<file path="src/design/idpa_pkg.sv">
// shared constants for the input debounce and pot averager
package idpa_pkg;

  // ---------------------------------------------------------------
  // register bus
  // ---------------------------------------------------------------
  localparam int ADDR_W = 3;
  localparam int DATA_W = 16;
  localparam logic [ADDR_W-1:0] ADDR_FILT_TIME = 3'h0;
  localparam logic [ADDR_W-1:0] ADDR_AVG_EXP = 3'h1;
  localparam logic [ADDR_W-1:0] ADDR_UPPER_POT = 3'h2;
  localparam logic [ADDR_W-1:0] ADDR_LOWER_POT = 3'h3;
  localparam logic [ADDR_W-1:0] ADDR_DISC_STATE = 3'h4;
  localparam logic [ADDR_W-1:0] ADDR_STATUS = 3'h5;

  // ---------------------------------------------------------------
  // reset values and field layout
  // ---------------------------------------------------------------
  localparam logic [DATA_W-1:0] FILT_TIME_RST = 16'h0006;
  localparam logic [DATA_W-1:0] AVG_EXP_RST = 16'h0004;
  localparam int EXP_LSB = 0;
  localparam int EXP_W = 3;
  localparam int STAT_SCAN_BIT = 0;

  // ---------------------------------------------------------------
  // debounce
  // ---------------------------------------------------------------
  localparam int N_IN = 8;
  localparam int IDX_W = 3;
  localparam int DB_CNT_W = 6;
  localparam logic [DATA_W-1:0] FILT_MIN = 16'h0001;
  localparam logic [DATA_W-1:0] FILT_MAX = 16'h0028;

  // ---------------------------------------------------------------
  // timing: one filter step of 0.5 ms at 50 MHz
  // ---------------------------------------------------------------
  localparam int STEP_NS = 500000;
  localparam int CLK_PERIOD_NS = 20;
  localparam int STEP_CYCLES = STEP_NS / CLK_PERIOD_NS;
  localparam int STEP_CNT_W = 20;

  // ---------------------------------------------------------------
  // averaging
  // ---------------------------------------------------------------
  localparam int SMP_W = 16;
  localparam int ACC_W = SMP_W + 7;
  localparam int SWP_CNT_W = 8;

  typedef enum logic [1:0]
  {
    SCAN_IDLE = 2'b01,
    SCAN_RUN = 2'b10
  } idpa_scan_t;

endpackage : idpa_pkg

</file>
<file path="src/design/idpa_avg_if.sv">
// carrier between the top and one averaging channel
`timescale 1ns/10ps
interface idpa_avg_if;
  import idpa_pkg::*;
  logic [SMP_W-1:0] sample;
  logic sweep;
  logic [EXP_W-1:0] exponent;
  logic [SMP_W-1:0] result;
  logic updated;

  modport ctl
  (
    output sample,
    output sweep,
    output exponent,
    input result,
    input updated
  );
  modport avg
  (
    input sample,
    input sweep,
    input exponent,
    output result,
    output updated
  );
endinterface : idpa_avg_if

</file>
<file path="src/design/idpa_input_filter.sv">
// discrete input debounce and front-panel pot averaging, top level
`timescale 1ns/10ps

// What this block does
// - debounce settable 0.5 to 20 ms
// - each setting unit is one 0.5 ms step
// - clamp setting to 1..40
// - filter time word resets to 6
// - debounce accurate within half a millisecond
// - new setting takes effect while running
// - long steady level always gets through
// - inputs scanned lowest index first
// - two pot results, own filter each
// - one sample per sweep, mean when done
// - average two to the three-bit exponent
// - result withheld until window; exponent 0 immediate
// - exponent word resets to 4
module idpa_input_filter
#(
  parameter int STEP_CYC = idpa_pkg::STEP_CYCLES
)
(
  input wire logic clk_i,
  input wire logic reset_i,
  input wire logic [idpa_pkg::ADDR_W-1:0] addr_i,
  input wire logic [idpa_pkg::DATA_W-1:0] wdata_i,
  input wire logic wr_i,
  input wire logic rd_i,
  output logic [idpa_pkg::DATA_W-1:0] rdata_o,
  input wire logic [idpa_pkg::N_IN-1:0] disc_raw_i,
  output logic [idpa_pkg::N_IN-1:0] disc_filtered_o,
  input wire logic sweep_tick_i,
  input wire logic [idpa_pkg::SMP_W-1:0] upper_pot_sample_i,
  input wire logic [idpa_pkg::SMP_W-1:0] lower_pot_sample_i,
  output logic [idpa_pkg::SMP_W-1:0] upper_pot_result_o,
  output logic [idpa_pkg::SMP_W-1:0] lower_pot_result_o,
  output logic [1:0] pot_updated_o
);
  import idpa_pkg::*;

  // ---------------------------------------------------------------
  // clamp of the filter time word
  // ---------------------------------------------------------------
  function automatic logic [DB_CNT_W-1:0] clamp_steps
  (
    input logic [DATA_W-1:0] word
  );
    logic [DATA_W-1:0] v;
    v = word;
    if (word < FILT_MIN)
      v = FILT_MIN;
    else if (word > FILT_MAX)
      v = FILT_MAX;
    return v[DB_CNT_W-1:0];
  endfunction : clamp_steps

  logic [DATA_W-1:0] discrete_filter_time_word_ff;
  logic [DATA_W-1:0] pot_average_exponent_word_ff;
  logic [DATA_W-1:0] rdata_ff;
  logic [STEP_CNT_W-1:0] step_cnt_ff;
  logic step_ff;
  idpa_scan_t scan_ff;
  logic [IDX_W-1:0] idx_ff;
  logic [DB_CNT_W-1:0] db_cnt_ff [N_IN];
  logic [N_IN-1:0] filt_ff;
  logic [DB_CNT_W-1:0] limit;
  logic step_wrap;

  // carriers for the two pot channels: 0 upper, 1 lower
  idpa_avg_if av[2] ();

  // ---------------------------------------------------------------
  // software registers
  // ---------------------------------------------------------------
  always_ff @(posedge clk_i or posedge reset_i)
  begin
    if (reset_i)
    begin
      discrete_filter_time_word_ff <= FILT_TIME_RST;
      pot_average_exponent_word_ff <= AVG_EXP_RST;
    end
    else if (wr_i)
    begin
      if (addr_i == ADDR_FILT_TIME)
        discrete_filter_time_word_ff <= wdata_i;
      else if (addr_i == ADDR_AVG_EXP)
        pot_average_exponent_word_ff <= wdata_i;
    end
  end

  // ---------------------------------------------------------------
  // read data, one cycle after the strobe only
  // ---------------------------------------------------------------
  always_ff @(posedge clk_i or posedge reset_i)
  begin
    if (reset_i)
      rdata_ff <= '0;
    else if (!rd_i)
      rdata_ff <= '0;
    else if (addr_i == ADDR_FILT_TIME)
      rdata_ff <= discrete_filter_time_word_ff;
    else if (addr_i == ADDR_AVG_EXP)
      rdata_ff <= pot_average_exponent_word_ff;
    else if (addr_i == ADDR_UPPER_POT)
      rdata_ff <= av[0].result;
    else if (addr_i == ADDR_LOWER_POT)
      rdata_ff <= av[1].result;
    else if (addr_i == ADDR_DISC_STATE)
      rdata_ff <= DATA_W'(filt_ff);
    else if (addr_i == ADDR_STATUS)
      rdata_ff <= DATA_W'(scan_ff == SCAN_RUN) << STAT_SCAN_BIT;
    else
      rdata_ff <= '0;
  end

  assign rdata_o = rdata_ff;

  // ---------------------------------------------------------------
  // 0.5 ms step timer
  // ---------------------------------------------------------------
  assign step_wrap = (step_cnt_ff == STEP_CNT_W'(STEP_CYC - 1));

  always_ff @(posedge clk_i or posedge reset_i)
  begin
    if (reset_i)
    begin
      step_cnt_ff <= '0;
      step_ff <= 1'b0;
    end
    else
    begin
      step_ff <= step_wrap;
      if (step_wrap)
        step_cnt_ff <= '0;
      else
        step_cnt_ff <= step_cnt_ff + 20'h00001;
    end
  end

  // ---------------------------------------------------------------
  // input scan sequencer, one input per clock
  // ---------------------------------------------------------------
  always_ff @(posedge clk_i or posedge reset_i)
  begin
    if (reset_i)
    begin
      scan_ff <= SCAN_IDLE;
      idx_ff <= '0;
    end
    else
    begin
      case (scan_ff)
        SCAN_IDLE:
        begin
          idx_ff <= '0;
          if (step_ff)
            scan_ff <= SCAN_RUN;
        end
        SCAN_RUN:
        begin
          idx_ff <= idx_ff + 3'h1;
          if (idx_ff == IDX_W'(N_IN - 1))
            scan_ff <= SCAN_IDLE;
        end
        default:
        begin
          scan_ff <= SCAN_IDLE;
          idx_ff <= '0;
        end
      endcase
    end
  end

  // setting read live on every visit
  assign limit = clamp_steps(discrete_filter_time_word_ff);

  // ---------------------------------------------------------------
  // per-input debounce counters
  // ---------------------------------------------------------------
  for (genvar g = 0; g < N_IN; g++)
  begin : g_db
    always_ff @(posedge clk_i or posedge reset_i)
    begin
      if (reset_i)
      begin
        db_cnt_ff[g] <= '0;
        filt_ff[g] <= 1'b0;
      end
      else if (scan_ff == SCAN_RUN && idx_ff == IDX_W'(g))
      begin
        if (disc_raw_i[g] == filt_ff[g])
          db_cnt_ff[g] <= '0;
        else if (db_cnt_ff[g] + 6'h01 >= limit)
        begin
          filt_ff[g] <= disc_raw_i[g];
          db_cnt_ff[g] <= '0;
        end
        else
          db_cnt_ff[g] <= db_cnt_ff[g] + 6'h01;
      end
    end
  end

  assign disc_filtered_o = filt_ff;

  // ---------------------------------------------------------------
  // pot averaging channels: 0 upper, 1 lower
  // ---------------------------------------------------------------
  assign av[0].sample = upper_pot_sample_i;
  assign av[1].sample = lower_pot_sample_i;

  for (genvar c = 0; c < 2; c++)
  begin : g_pot
    assign av[c].sweep = sweep_tick_i;
    assign av[c].exponent =
      pot_average_exponent_word_ff[EXP_LSB +: EXP_W];
    idpa_pot_avg u_avg
    (
      .clk_i(clk_i),
      .reset_i(reset_i),
      .av(av[c])
    );
    assign pot_updated_o[c] = av[c].updated;
  end

  assign upper_pot_result_o = av[0].result;
  assign lower_pot_result_o = av[1].result;

endmodule : idpa_input_filter

</file>
<file path="src/design/idpa_pot_avg.sv">
// one power-of-two averaging channel
`timescale 1ns/10ps
module idpa_pot_avg
(
  input wire logic clk_i,
  input wire logic reset_i,
  idpa_avg_if.avg av
);
  import idpa_pkg::*;

  logic [ACC_W-1:0] acc_ff;
  logic [SWP_CNT_W-1:0] cnt_ff;
  logic [SMP_W-1:0] result_ff;
  logic updated_ff;
  logic [ACC_W-1:0] nxt_acc;
  logic [SWP_CNT_W:0] nxt_cnt;
  logic [SWP_CNT_W:0] target;
  logic window_done;

  // ---------------------------------------------------------------
  // window arithmetic
  // ---------------------------------------------------------------
  always_comb
  begin
    nxt_acc = acc_ff + ACC_W'(av.sample);
    nxt_cnt = {1'b0, cnt_ff} + 9'h001;
    target = 9'h001 << av.exponent;
    window_done = (nxt_cnt >= target);
  end

  // ---------------------------------------------------------------
  // accumulate one sample per sweep
  // ---------------------------------------------------------------
  always_ff @(posedge clk_i or posedge reset_i)
  begin
    if (reset_i)
    begin
      acc_ff <= '0;
      cnt_ff <= '0;
    end
    else if (av.sweep)
    begin
      if (window_done)
      begin
        acc_ff <= '0;
        cnt_ff <= '0;
      end
      else
      begin
        acc_ff <= nxt_acc;
        cnt_ff <= nxt_cnt[SWP_CNT_W-1:0];
      end
    end
  end

  // ---------------------------------------------------------------
  // result word, written only when a window closes
  // ---------------------------------------------------------------
  always_ff @(posedge clk_i or posedge reset_i)
  begin
    if (reset_i)
    begin
      result_ff <= '0;
      updated_ff <= 1'b0;
    end
    else
    begin
      updated_ff <= av.sweep && window_done;
      if (av.sweep && window_done)
        result_ff <= SMP_W'(nxt_acc >> av.exponent);
    end
  end

  assign av.result = result_ff;
  assign av.updated = updated_ff;

endmodule : idpa_pot_avg

</file>
<file path="config.mk">
export PLATFORM = sky130hd
export DESIGN_NAME = idpa_input_filter
export DESIGN_NICKNAME = d
export VERILOG_FILES = /design/src/design/idpa_pkg.sv /design/src/design/idpa_avg_if.sv /design/src/design/idpa_input_filter.sv /design/src/design/idpa_pot_avg.sv
export SDC_FILE = /design/constraint.sdc
export NUM_CORES = 1
export LEC_CHECK = 0
export BUFFER_PORTS_ARGS = -buffer_cell sky130_fd_sc_hd__buf_2
export CAP_MARGIN = 20
export CORE_ASPECT_RATIO = 0.7
export CORE_MARGIN = 3
export CORE_UTILIZATION = 35
export CTS_BUF_LIST = sky130_fd_sc_hd__clkbuf_8
export DETAILED_ROUTE_END_ITERATION = 8
export SLEW_MARGIN = 20
export SYNTH_ARGS = -nofsm -noshare
export SYNTH_HDL_FRONTEND = slang
export SYNTH_HIERARCHICAL = 1
export SYNTH_SLANG_ARGS = --single-unit
</file>
<file path="constraint.sdc">
create_clock -name clk_i -period 10.04 [get_ports clk_i]
set_clock_uncertainty 0.05 [all_clocks]
set_input_delay 3.012 -clock clk_i [delete_from_list [all_inputs] [get_ports clk_i]]
set_output_delay 3.012 -clock clk_i [all_outputs]
set_load 0.02 [all_outputs]
</file>
==> key figures <==
Status
  • Status: finished clean

Floorplanning
  • Die X-Extent: 263 um
  • Rows: 65
  • Die Footprint: 48,800 um^2
  • Num ports: 122
  • Die height: 186 um
  • Area of the core: 45,300 um^2
  • Starting density of the core: 35.6%

Timing
  • F_max: 183 MHz
  • Rel. slew slack: 27.1%
  • Final hold slack: 418 ps
  • Setup TNS: 0 ps
  • Clock period minus worst slack: 5450 ps
  • Tcrit/Tclk final: 54.3%
  • Worst-Margin Slew: 1090 ps
  • RSZ-0062 raised after global routing: false
  • Slew Viols, Final: 0
  • Final-report hold violation count: 0
  • Setup violators final: 0

Synth
  • Syn Inst Count: 1,729
  • Synth top area share: 34.4%
  • Synthesis Warnings: 6
  • Syn nets: 1,901
  • Synth cell types: 88
  • Main synth FF type: dfrtp_1
  • Post-synth top cells: dfrtp_1, nand2_1, nor2_1
  • Register area share after synthesis: 35.1%
  • Asr flop ratio synth: 100%
  • Synthesized cell area: 16,100 um^2
  • Post-synth EDFFs: 0
  • Syn_area_per_cell: 9.34 um^2
  • Most common cell in the synthesized netlist: dfrtp_1
  • Ranking of synthesized cells by area: dfrtp_1, ha_1, mux2_2
  • Yosys reg bits: 226
  • Synth area leader: dfrtp_1

Detailed routing
  • DR vias: 14,300
  • DR DRC count: 0
  • Iteration-0 DRC Markers: 1,264
  • Total routed wirelength: 50,800 um
  • Antenna viol nets, final: 0
  • WL/cell: 20.7 um
  • Vias per cell: 5.80
  • DRT Pass-1 Iters: 5

Clocking
  • Cts repair resizes: 0
  • Clk buf depth: 3
  • Worst-skew pair later-pin latency: 570 ps
  • H-tree level count: 2
  • TritonCTS Buffers: 40
  • Post-CTS Hold Buffers: 0
  • Setup Buffers After CTS: 0
  • Root Buffer: clkbuf_8
  • TritonCTS clock tree: done
  • Clk pin slew, worst setup/hold paths: 60 ps
  • CTS Sinks: 226

Critical path
  • Setup CP Type: in2reg
  • Critical Path AT: 5860 ps
  • Startpoint Class: input pin
  • CP endpoint kind: flip-flop
  • CP bufs+invs: 1
  • Worst path required time: 10,450 ps
  • Critical Path Slowest Stage Cell: a211oi_1
  • Kind of cell adding the most delay to the critical path: compound AO/OA/AOI/OAI gates
  • Worst-path fanout max: 8
  • Crit path cell chain: buf_2 -> ha_1 -> nand2_1 -> o21ai_1 -> nor2_1 -> a211oi_1 -> o22ai_1 -> a21oi_1 -> nor3_1 -> nor4_1
  • Slowest cell delay on critical path: 890 ps

Global routing
  • Vias in the first global route: 13,600
  • Pin count of the biggest net entering global routing: 70
  • Global route hottest layer: met1
  • Routing usage on met3: 4.74%
  • First-pass GRT wire length: 79,100 um
  • Total GRT Usage: 20.2%
  • Initial antenna violation count: 1
  • Routing usage on met2: 28.4%
  • Met1 GRT Util: 30.1%
  • GR Overflow Total: 0

Placed design
  • Post-DP HPWL: 38,200 um
  • Area after DPL: 17,300 um^2
  • Final RePlAce weighted congestion: 0.943
  • Port Buffers: 121

Cells and area
  • Share of post-route cells with drive strength above 1: 17.8%
  • Post-route cell area: 18,100 um^2
  • Area growth syn-to-layout: 11.9%
  • Final core utilization: 39.9%
  • Final nets: 2,001

Pwr
  • Pleak: 0.00805 uW
  • Pwr dens: 240 nW/um^2
  • Peak supply drop: 0.109 mV

Job
  • Max cap viols: 0

Min path
  • Min-delay worst type: reg2reg
-- per-layer routing --
layer | up-vias | routed length (um)
met3 | 75 | 4190
met5 | - | 0
met2 | 577 | 20700
met4 | 0 | 1540
met1 | 6966 | 24400
li1 | 6647 | -
-- report_power, final --
part           switching (uW)  total, uW  internal, uW
logic                    1390       2160           762
registers                 208       1300          1090
clock network             419        882           462
-- path summary, 6_finish.rpt --
check	start	end	slack [ps]	cells past startpoint
setup / recovery	upper_pot_sample_i[7]	g_pot[0].u_avg/av.result[6]$_DFFE_PP0P_	4590	10
min in group asynchronous	reset_i	g_pot[1].u_avg/acc_ff[11]$_DFFE_PP0P_	2480	2
hold / removal	step_cnt_ff[19]$_DFF_PP0_	step_cnt_ff[19]$_DFF_PP0_	420	1
setup reg to reg	pot_average_exponent_word_ff[0]$_DFFE_PP0P_	g_pot[0].u_avg/av.result[6]$_DFFE_PP0P_	4670	14
hold reg to reg	step_cnt_ff[19]$_DFF_PP0_	step_cnt_ff[19]$_DFF_PP0_	420	1
max in group asynchronous	reset_i	pot_average_exponent_word_ff[1]$_DFFE_PP0P_	5870	3
-- final cells by class --
type	count	area [um^2]
antenna	1	2.50
tap	603	754
multi-input combinational	1367	9910
clock inverter	22	138
sequential	226	5660
inverter	63	239
clock buffer	48	661
fill	4457	27200
timing repair buffer	131	693
-- worst register-to-register path, cell delays in order, from the launching register on --
cell and delay, ps:
dfrtp_2 860, buf_4 540, inv_2 260, nor2_1 460
nand2_1 210, ha_1 310, and3_1 180, a221oi_1 270
o21ai_0 160, o21bai_2 240, nand2_1 570, clkinv_1 510
nand2_1 250, nor2_1 70, nor4_1 320
-- flip-flops by register name, summed over array words and instances, names as in the netlist --
name and flops:
db_cnt_ff 48, g_pot.u_avg/cnt_ff 16, step_ff 1, scan_ff 2, disc_filtered_o 8, g_pot.u_avg/av.result 32, g_pot.u_avg/av.updated 2, g_pot.u_avg/acc_ff 46
rdata_o 16, idx_ff 3, pot_average_exponent_word_ff 16, discrete_filter_time_word_ff 16, step_cnt_ff 20
-- logic make-up after synthesis --
family | count (synthesis) | share of synthesized area [%]
simple gates | 547 | 16.8
compound gates | 512 | 23.4
flops | 226 | 35.1
buf+inv | 136 | 3.56
fa+ha+maj | 108 | 8.46
xor+xnor | 103 | 5.68
mux | 97 | 7.11
-- layout by cell type, fill, tap and decap left out, types with 18 or more instances in the layout --
cell type / Yosys / routed
mux2_2: 56 / 56
a211oi_1: 37 / 37
a22oi_1: 19 / 19
o21ai_0: 112 / 112
and2_1: 24 / 24
a21o_1: 18 / 18
nor2_1: 135 / 135
o211ai_1: 27 / 27
clkbuf_8: 0 / 48
mux2i_1: 30 / 30
a22o_1: 50 / 50
and3_1: 27 / 27
nand2_1: 142 / 142
xnor2_1: 60 / 60
nor3_1: 36 / 36
buf_2: 12 / 121
o2bb2ai_1: 18 / 18
nand3_1: 72 / 72
a21oi_1: 73 / 73
xor2_1: 41 / 41
nand2b_1: 24 / 24
inv_1: 55 / 64
ha_1: 106 / 106
dfrtp_1: 222 / 220
-- per-stage QoR --
stage	worst slack [ps]	total power [uW]	instances
5_1_grt	4410	4610	2461
3_3_place_gp	4130	3380	2389
6_report	4590	4340	2461
3_5_place_dp	4130	3410	2390
4_1_cts	4700	4320	2460
2_1_floorplan	3520	2740	1729
Power figures use the tool's default switching activity.
